[src/common/adcc_map.vh]
// register map, field positions, reset values and timing counts
// assumes inclusion by the converter control design files
`ifndef ADCC_MAP_VH
`define ADCC_MAP_VH

// register offsets on the plain register port
`define ADCC_A_CTRL      3'h0
`define ADCC_A_CLKSRC    3'h1
`define ADCC_A_RHIGH     3'h2
`define ADCC_A_RLOW      3'h3
`define ADCC_A_INTC      3'h4

// converter_control_reg field positions
`define ADCC_B_START     7
`define ADCC_B_BUSY      6
`define ADCC_B_PCR_HI    5
`define ADCC_B_PCR_LO    3
`define ADCC_B_ACS_HI    2
`define ADCC_B_ACS_LO    0

// interrupt register field positions
`define ADCC_B_IRQF      0
`define ADCC_B_IRQE      1

// reset values
`define ADCC_R_PCR       3'h0
`define ADCC_R_ACS       3'h0
`define ADCC_R_CLKSRC    3'h0
`define ADCC_R_BUSY      1'b1

// conversion length in converter clock periods per resolution
`define ADCC_CONV_TAD_8  7'h40
`define ADCC_CONV_TAD_9  7'h4c
`define ADCC_CONV_TAD_12 7'h50

// divider terminal counts (ratio minus one) per select code
`define ADCC_DIV_100     7'h00
`define ADCC_DIV_000     7'h01
`define ADCC_DIV_101     7'h03
`define ADCC_DIV_001     7'h07
`define ADCC_DIV_110     7'h0f
`define ADCC_DIV_010     7'h1f
`define ADCC_DIV_011     7'h3f
`define ADCC_DIV_111     7'h7f

`endif

[src/hw/adcc_clkdiv.v]
// converter clock divider: one-cycle tick per converter clock period
// assumes one system clock and a synchronous clear from the controller
`timescale 1ns/1ps
`default_nettype none
`include "adcc_map.vh"

module adcc_clkdiv (
    input  wire       mclk_i,
    input  wire       rst_i,
    input  wire       clr_i,
    input  wire [2:0] sel_i,
    output wire       tick_o
);

// ----------------------------------------
// divide ratio lookup
// ----------------------------------------
function [6:0] div_last;
    input [2:0] sel;
    begin
        case (sel)
            3'h4:    div_last = `ADCC_DIV_100;
            3'h0:    div_last = `ADCC_DIV_000;
            3'h5:    div_last = `ADCC_DIV_101;
            3'h1:    div_last = `ADCC_DIV_001;
            3'h6:    div_last = `ADCC_DIV_110;
            3'h2:    div_last = `ADCC_DIV_010;
            3'h3:    div_last = `ADCC_DIV_011;
            default: div_last = `ADCC_DIV_111;
        endcase
    end
endfunction

// ----------------------------------------
// counter
// ----------------------------------------
reg  [6:0] cnt_ff;
wire       wrap;

assign wrap   = (cnt_ff >= div_last(sel_i));
assign tick_o = wrap & ~clr_i;

always @(posedge mclk_i or posedge rst_i) begin
    if (rst_i) begin
        cnt_ff <= 7'h00;
    end else if (clr_i || wrap) begin
        cnt_ff <= 7'h00;
    end else begin
        cnt_ff <= cnt_ff + 7'h01;
    end
end

endmodule
`default_nettype wire

[src/hw/adcc_sar.v]
// successive approximation sequencer: sample phase then one bit per tick
// assumes a comparator level already synchronised to the system clock
`timescale 1ns/1ps
`default_nettype none
`include "adcc_map.vh"

module adcc_sar #(
    parameter RES_BITS = 12
) (
    input  wire                mclk_i,
    input  wire                rst_i,
    input  wire                clr_i,
    input  wire                go_i,
    input  wire                tick_i,
    input  wire                cmp_i,
    output wire [RES_BITS-1:0] trial_o,
    output reg                 done_o,
    output reg  [RES_BITS-1:0] result_o
);

localparam ST_IDLE = 2'b00;
localparam ST_SAMP = 2'b01;
localparam ST_CONV = 2'b10;

// ----------------------------------------
// conversion length
// ----------------------------------------
function [6:0] conv_len;
    input integer res;
    begin
        if (res == 8) begin
            conv_len = `ADCC_CONV_TAD_8;
        end else if (res == 9) begin
            conv_len = `ADCC_CONV_TAD_9;
        end else begin
            conv_len = `ADCC_CONV_TAD_12;
        end
    end
endfunction

localparam [6:0] SAMP_LAST = conv_len(RES_BITS) - RES_BITS[6:0] - 7'h01;
localparam [RES_BITS-1:0] MSB = {1'b1, {(RES_BITS-1){1'b0}}};
localparam [RES_BITS-1:0] ONE = {{(RES_BITS-1){1'b0}}, 1'b1};

// ----------------------------------------
// sequencer
// ----------------------------------------
reg  [1:0]          st_ff;
reg  [6:0]          cnt_ff;
reg  [RES_BITS-1:0] trial_ff;
reg  [RES_BITS-1:0] mask_ff;
wire [RES_BITS-1:0] kept;

assign trial_o = trial_ff;
assign kept    = cmp_i ? trial_ff : (trial_ff & ~mask_ff);

always @(posedge mclk_i or posedge rst_i) begin
    if (rst_i) begin
        st_ff    <= ST_IDLE;
        cnt_ff   <= 7'h00;
        trial_ff <= {RES_BITS{1'b0}};
        mask_ff  <= {RES_BITS{1'b0}};
        done_o   <= 1'b0;
        result_o <= {RES_BITS{1'b0}};
    end else begin
        done_o <= 1'b0;
        if (clr_i) begin
            st_ff    <= ST_IDLE;
            trial_ff <= {RES_BITS{1'b0}};
        end else begin
            case (st_ff)
                ST_IDLE: begin
                    if (go_i) begin
                        st_ff    <= ST_SAMP;
                        cnt_ff   <= 7'h00;
                        trial_ff <= {RES_BITS{1'b0}};
                    end
                end
                ST_SAMP: begin
                    if (tick_i) begin
                        cnt_ff <= cnt_ff + 7'h01;
                        if (cnt_ff == SAMP_LAST) begin
                            st_ff    <= ST_CONV;
                            trial_ff <= MSB;
                            mask_ff  <= MSB;
                        end
                    end
                end
                ST_CONV: begin
                    if (tick_i) begin
                        trial_ff <= kept | (mask_ff >> 1);
                        mask_ff  <= mask_ff >> 1;
                        if (mask_ff == ONE) begin
                            st_ff    <= ST_IDLE;
                            done_o   <= 1'b1;
                            result_o <= kept;
                        end
                    end
                end
                default: begin
                    st_ff <= ST_IDLE;
                end
            endcase
        end
    end
end

endmodule
`default_nettype wire

[src/hw/adcc_ctrl.v]
// converter control top: registers, start protocol, results, interrupt
// assumes an analog mux, trial DAC and comparator outside this logic
`timescale 1ns/1ps
`default_nettype none
`include "adcc_map.vh"

module adcc_ctrl #(
    parameter RES_BITS = 12
) (
    input  wire                mclk_i,
    input  wire                rst_i,
    input  wire [2:0]          addr_i,
    input  wire [7:0]          wdata_i,
    input  wire                wr_i,
    input  wire                rd_i,
    output wire [7:0]          rdata_o,
    input  wire                cmp_i,
    output wire [1:0]          ch_sel_o,
    output wire [3:0]          analog_en_o,
    output wire                adc_pd_o,
    output wire                conv_rst_o,
    output wire [RES_BITS-1:0] dac_o,
    output wire                irq_o
);

// ----------------------------------------
// state
// ----------------------------------------
reg                 start_ff;
reg                 busy_ff;
reg  [2:0]          pcr_ff;
reg  [2:0]          acs_ff;
reg  [2:0]          adcs_ff;
reg  [RES_BITS-1:0] res_ff;
reg                 irqf_ff;
reg                 irqe_ff;
reg                 irq_ff;
reg  [7:0]          rdata_ff;
reg                 cmp_m_ff;
reg                 cmp_s_ff;
reg  [3:0]          aen_ff;
reg                 pd_ff;
reg                 go_ff;

reg                 nxt_start;
reg                 nxt_busy;
reg  [2:0]          nxt_pcr;
reg  [2:0]          nxt_acs;
reg  [2:0]          nxt_adcs;
reg                 nxt_irqf;
reg                 nxt_irqe;
reg                 nxt_go;
reg  [7:0]          nxt_rdata;

wire                wr_ctrl;
wire                wr_clk;
wire                wr_intc;
wire                conv_clr;
wire                tick;
wire                sar_done;
wire [RES_BITS-1:0] sar_res;
wire [15:0]         res_left;

// ----------------------------------------
// pin configuration decode
// ----------------------------------------
function [3:0] pin_map;
    input [2:0] pcr;
    begin
        if (pcr[2]) begin
            pin_map = 4'hf;
        end else if (pcr == 3'h3) begin
            pin_map = 4'h7;
        end else if (pcr == 3'h2) begin
            pin_map = 4'h3;
        end else if (pcr == 3'h1) begin
            pin_map = 4'h1;
        end else begin
            pin_map = 4'h0;
        end
    end
endfunction

// ----------------------------------------
// bus decode
// ----------------------------------------
assign wr_ctrl = wr_i && (addr_i == `ADCC_A_CTRL);
assign wr_clk  = wr_i && (addr_i == `ADCC_A_CLKSRC);
assign wr_intc = wr_i && (addr_i == `ADCC_A_INTC);

// ----------------------------------------
// next-state logic
// ----------------------------------------
always @* begin
    nxt_start = start_ff;
    nxt_pcr   = pcr_ff;
    nxt_acs   = acs_ff;
    nxt_adcs  = adcs_ff;
    nxt_irqe  = irqe_ff;
    nxt_irqf  = irqf_ff;
    nxt_go    = 1'b0;
    if (wr_ctrl) begin
        nxt_start = wdata_i[`ADCC_B_START];
        nxt_pcr   = wdata_i[`ADCC_B_PCR_HI:`ADCC_B_PCR_LO];
        nxt_acs   = wdata_i[`ADCC_B_ACS_HI:`ADCC_B_ACS_LO];
        // falling start after a rise launches one conversion unless the pin configuration is zero
        nxt_go    = start_ff && !wdata_i[`ADCC_B_START]
                    && (nxt_pcr != 3'h0);
    end
    if (wr_clk) begin
        nxt_adcs = wdata_i[2:0];
    end
    if (wr_intc) begin
        nxt_irqe = wdata_i[`ADCC_B_IRQE];
        if (!wdata_i[`ADCC_B_IRQF]) begin
            nxt_irqf = 1'b0;
        end
    end
    if (sar_done && !start_ff) begin
        nxt_irqf = 1'b1;
    end
    if (nxt_start) begin
        nxt_busy = 1'b1;
    end else if (sar_done && !start_ff) begin
        nxt_busy = 1'b0;
    end else begin
        nxt_busy = busy_ff;
    end
end

// ----------------------------------------
// result alignment and read mux
// ----------------------------------------
// left-align so high byte is the top eight result bits
assign res_left = {res_ff, {(16-RES_BITS){1'b0}}};

always @* begin
    nxt_rdata = 8'h00;
    if (rd_i) begin
        if (addr_i == `ADCC_A_CTRL) begin
            nxt_rdata = {start_ff, busy_ff, pcr_ff, acs_ff};
        end else if (addr_i == `ADCC_A_CLKSRC) begin
            nxt_rdata = {5'h00, adcs_ff};
        end else if (addr_i == `ADCC_A_RHIGH) begin
            nxt_rdata = res_left[15:8];
        end else if (addr_i == `ADCC_A_RLOW) begin
            nxt_rdata = (RES_BITS > 8) ? res_left[7:0] : 8'h00;
        end else if (addr_i == `ADCC_A_INTC) begin
            nxt_rdata = {6'h00, irqe_ff, irqf_ff};
        end else begin
            nxt_rdata = 8'h00;
        end
    end
end

// ----------------------------------------
// registers
// ----------------------------------------
always @(posedge mclk_i or posedge rst_i) begin
    if (rst_i) begin
        start_ff <= 1'b0;
        busy_ff  <= `ADCC_R_BUSY;
        pcr_ff   <= `ADCC_R_PCR;
        acs_ff   <= `ADCC_R_ACS;
        adcs_ff  <= `ADCC_R_CLKSRC;
        res_ff   <= {RES_BITS{1'b0}};
        irqf_ff  <= 1'b0;
        irqe_ff  <= 1'b0;
        irq_ff   <= 1'b0;
        rdata_ff <= 8'h00;
        aen_ff   <= 4'h0;
        pd_ff    <= 1'b1;
        go_ff    <= 1'b0;
    end else begin
        start_ff <= nxt_start;
        busy_ff  <= nxt_busy;
        pcr_ff   <= nxt_pcr;
        acs_ff   <= nxt_acs;
        adcs_ff  <= nxt_adcs;
        irqf_ff  <= nxt_irqf;
        irqe_ff  <= nxt_irqe;
        irq_ff   <= nxt_irqf & nxt_irqe;
        rdata_ff <= nxt_rdata;
        aen_ff   <= pin_map(nxt_pcr);
        pd_ff    <= (nxt_pcr == 3'h0);
        go_ff    <= nxt_go;
        if (sar_done && !start_ff) begin
            res_ff <= sar_res;
        end
    end
end

// ----------------------------------------
// comparator synchroniser
// ----------------------------------------
always @(posedge mclk_i or posedge rst_i) begin
    if (rst_i) begin
        cmp_m_ff <= 1'b0;
        cmp_s_ff <= 1'b0;
    end else begin
        cmp_m_ff <= cmp_i;
        cmp_s_ff <= cmp_m_ff;
    end
end

// ----------------------------------------
// converter clock and sequencer
// ----------------------------------------
// start held high or power-down holds the converter in reset
assign conv_clr = start_ff | pd_ff;

adcc_clkdiv u_div (
    .mclk_i (mclk_i),
    .rst_i  (rst_i),
    .clr_i  (conv_clr),
    .sel_i  (adcs_ff),
    .tick_o (tick)
);

adcc_sar #(
    .RES_BITS (RES_BITS)
) u_sar (
    .mclk_i   (mclk_i),
    .rst_i    (rst_i),
    .clr_i    (conv_clr),
    .go_i     (go_ff),
    .tick_i   (tick),
    .cmp_i    (cmp_s_ff),
    .trial_o  (dac_o),
    .done_o   (sar_done),
    .result_o (sar_res)
);

// ----------------------------------------
// outputs
// ----------------------------------------
// channel msb is kept zero by software; only two bits reach the mux
assign ch_sel_o    = acs_ff[1:0];
assign analog_en_o = aen_ff;
assign adc_pd_o    = pd_ff;
assign conv_rst_o  = conv_clr;
assign rdata_o     = rdata_ff;
assign irq_o       = irq_ff;

endmodule
`default_nettype wire

[config.mk]
export PLATFORM = sky130hd
export DESIGN_NAME = adcc_ctrl
export DESIGN_NICKNAME = d
export VERILOG_FILES = /design/src/hw/adcc_clkdiv.v /design/src/hw/adcc_sar.v /design/src/hw/adcc_ctrl.v
export VERILOG_INCLUDE_DIRS = /design/src /design/src/common
export SDC_FILE = /design/constraint.sdc
export NUM_CORES = 1
export LEC_CHECK = 0
export BUFFER_PORTS_ARGS = -buffer_cell sky130_fd_sc_hd__buf_4
export CAP_MARGIN = 20
export CORE_MARGIN = 4
export CORE_UTILIZATION = 45
export CTS_CLUSTER_SIZE = 20
export DETAILED_ROUTE_END_ITERATION = 6
export GPL_TIMING_DRIVEN = 1
export PLACE_DENSITY = 0.64
export SLEW_MARGIN = 40
export SYNTH_ARGS = -nofsm -noshare
export SYNTH_HDL_FRONTEND = slang
export SYNTH_SLANG_ARGS = --single-unit
[constraint.sdc]
create_clock -name mclk_i -period 4.2 [get_ports mclk_i]
set_input_delay 1.26 -clock mclk_i [delete_from_list [all_inputs] [get_ports mclk_i]]
set_output_delay 1.26 -clock mclk_i [all_outputs]
set_load 0.02 [all_outputs]
[Word-level counts from Yosys, hierarchy flattened]
Cells that the tools add are included.
Word-level totals
  register bits after elaboration: 95
  input bits: 16
  output and inout port bits: 29
Cells by class
  $add $sub $neg: 2
  magnitude comparators: 1
  equal/unequal tests: 26
  mux-type cells: 44
  bitwise gates (word level): 7
  reductions and logical operators: 23
Operator list (count)
  $mux W12: 7
  $pmux W7 S7: 1
  $mux W8: 5
  $pmux W12 S3: 1
  $pmux W12 S2: 1
  $mux W7: 3
  $eq A3 B2 Y1 const B: 6
  $mux W2: 8
  $reduce_and A5 Y1: 3
  $add A7 B1 Y7 const B: 2
  $pmux W7 S2: 1
  $mux W1: 13
  $and A12 B12 Y12: 1
  $eq A12 B1 Y1 const B: 1
  $eq A3 B3 Y1 const B: 4
  $not A12 Y12: 1
  $or A12 B11 Y12: 1
  $eq A3 B1 Y1 const B: 3
  $logic_not A3 Y1: 3
  $ne A3 B3 Y1 const B: 3
  $reduce_and A4 Y1: 2
  $eq A7 B7 Y1 const B: 1
  $ge A7 B7 Y1: 1
  $logic_and A1 B1 Y1: 6
  other kinds (17): 25

[Logic depth before layout (Yosys ltp)]
  word-level depth: 8
  depth in mapped cells: 9
  mapped depth without buffers: 8

[Modules after synthesis]
From an unflattened synthesis, not the netlist that was laid out.
Second synthesis, totals
  cells, all modules: 467
  area total of the unflattened synthesis: 4633.2 um^2
By module, submodules not included
  adcc_sar: times used 1, cells an instance 253, area an instance 2353.5 um^2
  adcc_ctrl: times used 1, cells an instance 158, area an instance 1791.7 um^2
  adcc_clkdiv: times used 1, cells an instance 56, area an instance 488.0 um^2

[Worst setup path before layout]
OpenSTA, ideal clock, no wires.
  path type: input port to flip-flop
  start: in addr_i[2]
  end: reg aen_ff[0], in the netlist analog_en_o[0]
  library setup time: 0.119 ns
  data arrival time: 2.689 ns
  required time: 4.081 ns
  path slack: 1.392 ns
  cell stages on the path: 5
  path through: clkbuf_1 -> nor4b_2 -> mux2_2 -> nor2_1 -> inv_1
On the way
  cells in the longest elaborated chain, start to end: 8
  elaborated cells between the ends (all ways): 10
  those cells by class: eq/ne (3); mux (5); reduce/logical (2)
Ends and longest elaborated chain
  from (decl): RTL line adcc_ctrl.v:12  | input wire [2:0] addr_i,
  $logic_not A3 Y1 (no source line) *
  $logic_and A1 B1 Y1 *: RTL line adcc_ctrl.v:87  | assign wr_ctrl = wr_i && (addr_i == `ADCC_A_CTRL);
  $mux W3 *: RTL line adcc_ctrl.v:102  | if (wr_ctrl) begin
  named net nxt_pcr[0]: RTL line adcc_ctrl.v:47  | reg [2:0] nxt_pcr;
  $eq A3 B1 Y1: RTL line adcc_ctrl.v:76  | end else if (pcr == 3'h1) begin
  $mux W1: RTL line adcc_ctrl.v:76
  $mux W2: RTL line adcc_ctrl.v:74  | end else if (pcr == 3'h2) begin
  $mux W3 *: RTL line adcc_ctrl.v:72  | end else if (pcr == 3'h3) begin
  $mux W4 *: RTL line adcc_ctrl.v:70  | if (pcr[2]) begin
  to (signal assigned): RTL line adcc_ctrl.v:184  | aen_ff <= pin_map(nxt_pcr);
  to (decl): RTL line adcc_ctrl.v:41  | reg [3:0] aen_ff;
The timed path passes the listed nets; every way through them passes the cells marked *.
A chain may end at the register's enable or synchronous reset.

[Worst setup path in the final report]
  start: reg start_ff
  end: out conv_rst_o
On the way
  cells in the longest elaborated chain, start to end: 1
Ends and longest elaborated chain
  from (decl): RTL line adcc_ctrl.v:29  | reg start_ff;
  from (signal assigned): RTL line adcc_ctrl.v:175  | start_ff <= nxt_start;
  $or A1 B1 Y1: RTL line adcc_ctrl.v:210  | assign conv_clr = start_ff | pd_ff;
  to (decl): RTL line adcc_ctrl.v:21  | output wire conv_rst_o,
No other way between the ends.

==> impl_results.html <==
<table>
<tr><th>Metric</th><th>Value</th></tr>
<tr><th colspan="2">Run status</th></tr>
<tr><td>Status</td><td>finished, final reports clean</td></tr>
<tr><th colspan="2">Synthesis</th></tr>
<tr><td>Top cells by area, synth</td><td>dfrtp_1, o21ai_0, mux2_2, ha_1, mux2i_1</td></tr>
<tr><td>Number of distinct library cell variants in the gate-level netlist after synthesis</td><td>54</td></tr>
<tr><td>Ys flop type</td><td>dfrtp_1</td></tr>
<tr><td>Number of synthesized register bits</td><td>94</td></tr>
<tr><td>Syn Inst Count</td><td>a little over 400</td></tr>
<tr><td>Cell taking the most area after synthesis</td><td>dfrtp_1</td></tr>
<tr><td>Post-synth EDFFs</td><td>0</td></tr>
<tr><td>Sequential cell area fraction in the yosys report</td><td>a little over half</td></tr>
<tr><td>Number of nets produced by synthesis</td><td>roughly 440</td></tr>
<tr><td>Synthesis warning total</td><td>0</td></tr>
<tr><td>Proportion of netlist area held by the largest area contributor</td><td>52.3%</td></tr>
<tr><td>Async set or reset register ratio after synthesis</td><td>100%</td></tr>
<tr><td>Synthesized area divided by synthesized cell count</td><td>between 10 and 15 um^2</td></tr>
<tr><td>Synthesized area</td><td>between 4000 and 5000 um^2</td></tr>
<tr><th colspan="2">Pwr</th></tr>
<tr><td>Cell-internal power</td><td>approximately 0.0014 W</td></tr>
<tr><td>Areal power density over the cells</td><td>398 nW/um^2</td></tr>
<tr><td>Post-route total power</td><td>approximately 0.002 W</td></tr>
<tr><td>Sw frac</td><td>32.5%</td></tr>
<tr><td>Comb power frac</td><td>21.4%</td></tr>
<tr><td>Net load switching power</td><td>between 0.0006 and 0.0007 W</td></tr>
<tr><td>Clock share of power</td><td>approximately 28%</td></tr>
<tr><td>Worst ir drop on vdd</td><td>around 150 uV</td></tr>
<tr><td>Sequential cell fraction of total power</td><td>50.8%</td></tr>
<tr><td>Leakage power of the design</td><td>~2.3 nW</td></tr>
<tr><th colspan="2">Routing</th></tr>
<tr><td>Via Count</td><td>3089</td></tr>
<tr><td>DRC</td><td>0</td></tr>
<tr><td>Vias/cell</td><td>5.28</td></tr>
<tr><td>Initial DRC count</td><td>about 160</td></tr>
<tr><td>Routed Wire Length</td><td>8880 um</td></tr>
<tr><td>Wire length per cell</td><td>around 15 um</td></tr>
<tr><td>First-pass iteration count of the detailed router</td><td>4</td></tr>
<tr><td>Antenna-violating nets left</td><td>0</td></tr>
<tr><th colspan="2">Global routing</th></tr>
<tr><td>First-pass GRT wire length</td><td>about 15000 um</td></tr>
<tr><td>Vias in the first global route</td><td>slightly below 3000</td></tr>
<tr><td>Maximum number of pins on one net before global-route repair</td><td>95</td></tr>
<tr><td>Total global routing overflow</td><td>0</td></tr>
<tr><td>Gr usage total</td><td>between 15 and 20%</td></tr>
<tr><td>Number of antenna violations at the first check in global routing</td><td>0</td></tr>
<tr><th colspan="2">Run</th></tr>
<tr><td>Maximum capacitance violations</td><td>0</td></tr>
<tr><th colspan="2">CTS</th></tr>
<tr><td>CTS tree</td><td>built</td></tr>
<tr><td>CTS max path bufs</td><td>2</td></tr>
<tr><td>Clock transition time at the flip-flop clock pins of the worst setup and hold paths</td><td>0.09 ns</td></tr>
<tr><td>Number of hold buffers added after CTS</td><td>0</td></tr>
<tr><td>H-tree level count</td><td>3</td></tr>
<tr><td>Clock Latency Late Sink</td><td>between 0.3 and 0.4 ns</td></tr>
<tr><td>Number of buffers created by CTS</td><td>9</td></tr>
<tr><td>Clock sink count</td><td>between 90 and 100</td></tr>
<tr><td>Total setup buffers inserted after CTS</td><td>0</td></tr>
<tr><td>Root buffer selected by CTS</td><td>clkbuf_8</td></tr>
<tr><td>Post-CTS resize count</td><td>0</td></tr>
<tr><th colspan="2">Die</th></tr>
<tr><td>Initial core utilization</td><td>a little under half</td></tr>
<tr><td>Die area</td><td>between 10000 and 15000 um^2</td></tr>
<tr><td>IO Count</td><td>between 40 and 50</td></tr>
<tr><td>Core footprint</td><td>between 9000 and 10000 um^2</td></tr>
<tr><td>Die span in y</td><td>107 um</td></tr>
<tr><td>Number of cell rows</td><td>35</td></tr>
<tr><td>Horiz. Die Dim</td><td>roughly 110 um</td></tr>
<tr><th colspan="2">Worst setup path</th></tr>
<tr><td>Largest fanout on the critical path</td><td>9</td></tr>
<tr><td>Arrival time worst endpoint</td><td>about 1.7 ns</td></tr>
<tr><td>Worst setup path category</td><td>register to output pin</td></tr>
<tr><td>Startpoint types</td><td>register</td></tr>
<tr><td>Crit path required time</td><td>between 2 and 3 ns</td></tr>
<tr><td>Critical path endpoint category</td><td>output pin</td></tr>
<tr><th colspan="2">Final layout</th></tr>
<tr><td>Final layout net count</td><td>480</td></tr>
<tr><td>Most common cell after layout, fill and taps aside</td><td>dfrtp_1</td></tr>
<tr><td>Area Overhead vs Synth</td><td>14.3%</td></tr>
<tr><td>Fraction of final layout cells with drive strength greater than 1</td><td>between 20% and 30%</td></tr>
<tr><td>Total inserted antenna cells</td><td>0</td></tr>
<tr><td>Commonest cells after routing, fill and taps aside</td><td>dfrtp_1, buf_4, o21ai_0</td></tr>
<tr><th colspan="2">Timing</th></tr>
<tr><td>Layout Skew</td><td>0.00980 ns</td></tr>
<tr><td>Setup repair after global routing missed its margin</td><td>false</td></tr>
<tr><td>Measured slew at the worst slew-check pin</td><td>~0.64 ns</td></tr>
<tr><td>Final setup violation count</td><td>0</td></tr>
<tr><td>Final critical-path share of the clock period</td><td>between 70% and 80%</td></tr>
<tr><td>Hold Slack</td><td>roughly 0.36 ns</td></tr>
<tr><td>Worst slew margin relative to its limit</td><td>56.9%</td></tr>
<tr><td>Final critical delay including setup and external delays</td><td>2.96 ns</td></tr>
<tr><td>Max Fclk</td><td>around 0.34 GHz</td></tr>
<tr><td>Sum of negative setup slack</td><td>0 ns</td></tr>
<tr><td>Number of pins with negative max-slew slack in the final report</td><td>0</td></tr>
<tr><td>Final hold violation count</td><td>0</td></tr>
<tr><th colspan="2">Placement</th></tr>
<tr><td>DPL Wire Length</td><td>around 6300 um</td></tr>
<tr><td>Total of buffers placed on input and output ports</td><td>43</td></tr>
<tr><td>Final weighted congestion in routability-driven placement</td><td>~0.8</td></tr>
<tr><th colspan="2">Hold path</th></tr>
<tr><td>Hold/Removal Path Class</td><td>register to register</td></tr>
</table>
[synthesized netlist by cell type (all sizes together) (4+ instances only)]
cell / number
dfrtp: 92
o21ai: 42
inv: 35
nand2: 25
nor2: 25
a21oi: 21
mux2: 17
a22o: 15
mux2i: 15
nand3: 14
ha: 13
o31ai: 12
clkbuf: 11
buf: 10
o211ai: 6
nor3: 5
a22oi: 4
nor4: 4
or4: 4
[worst max-delay path, cell delays in order (launching register included)]
cell	delay, ns
dfrtp_1	0.44
nor2_1	0.45
inv_2	0.23
buf_4	0.22
[area by class of cell]
type,instances,area (um^2)
inverter,35,133
tap,129,161
timing repair buffer,48,373
multi-input combinational,263,1830
fill,903,4340
clock inverter,7,55.1
clock buffer,9,124
sequential,94,2350
[routing by layer]
metal,vias up,wire length [um],GRT usage [%]
met2,64,4130,25.4
li1,1537,-,-
met4,0,102,5.48
met1,1478,4280,23.5
met3,10,364,2.59
met5,-,0,0
[path summary, 6_finish.rpt]
| kind | startpoint | end | slack, ns | depth (start not counted) |
|---|---|---|---|---|
| setup / recovery | start_ff | conv_rst_o | 1.24 | 3 |
| hold / removal | cmp_m_ff | cmp_s_ff | 0.36 | 0 |
| setup reg to reg | adcs_ff[1] | u_sar.result_o[11] | 1.58 | 9 |
| hold reg to reg | cmp_m_ff | cmp_s_ff | 0.36 | 0 |
| max in group asynchronous | rst_i | busy_ff | 2.80 | 3 |
| min in group asynchronous | rst_i | u_sar.mask_ff[10] | 0.99 | 3 |
[flip-flops by register name (all words and copies together) (netlist names), 2 cells and up]
| signal | cells |
|---|---|
| u_sar.result_o | 12 |
| res_ff | 12 |
| acs_ff | 3 |
| adcs_ff | 3 |
| u_sar.trial_o | 12 |
| rdata_o | 8 |
| u_sar.cnt_ff | 7 |
| u_sar.st_ff | 2 |
| u_div.cnt_ff | 7 |
| u_sar.mask_ff | 12 |
| pcr_ff | 2 |
| analog_en_o | 4 |
[power groups by stage]
stage	clock network (W)	logic (W)	registers, W
finish	0.000556	0.000427	0.00102
floorplan	0	0.000288	0.00103
CTS	0.000574	0.000430	0.00102
global route	0.000613	0.000480	0.00103
global placement	0	0.000417	0.00103
detailed placement	0	0.000429	0.00103
[kinds of logic (layout without fill, tap and decap cells)]
logic type	after synthesis	after routing	synth area share, %
flip-flops	94	94	53.5
AND/OR/NAND/NOR	100	100	12.1
adder cells (fa/ha/maj)	13	13	3.70
XOR/XNOR	5	5	0.996
AO/OA/AOI/OAI	113	113	16.5
buffers and inverters	56	99	5.32
multiplexers	32	32	7.77
[per-stage QoR]
stage                     utilization [%]  worst slack (ns)  cell area [um^2]  instances
after floorplan                         -             0.495              4400        413
after global placement               51.5              1.42              4830        569
after detailed placement             51.6              1.45              4840        569
after CTS                            53.6              1.22              5020        585
after global routing                 53.7              1.11              5030        585
final                                53.7              1.24              5030        585
(Power assumes the default switching activity.)
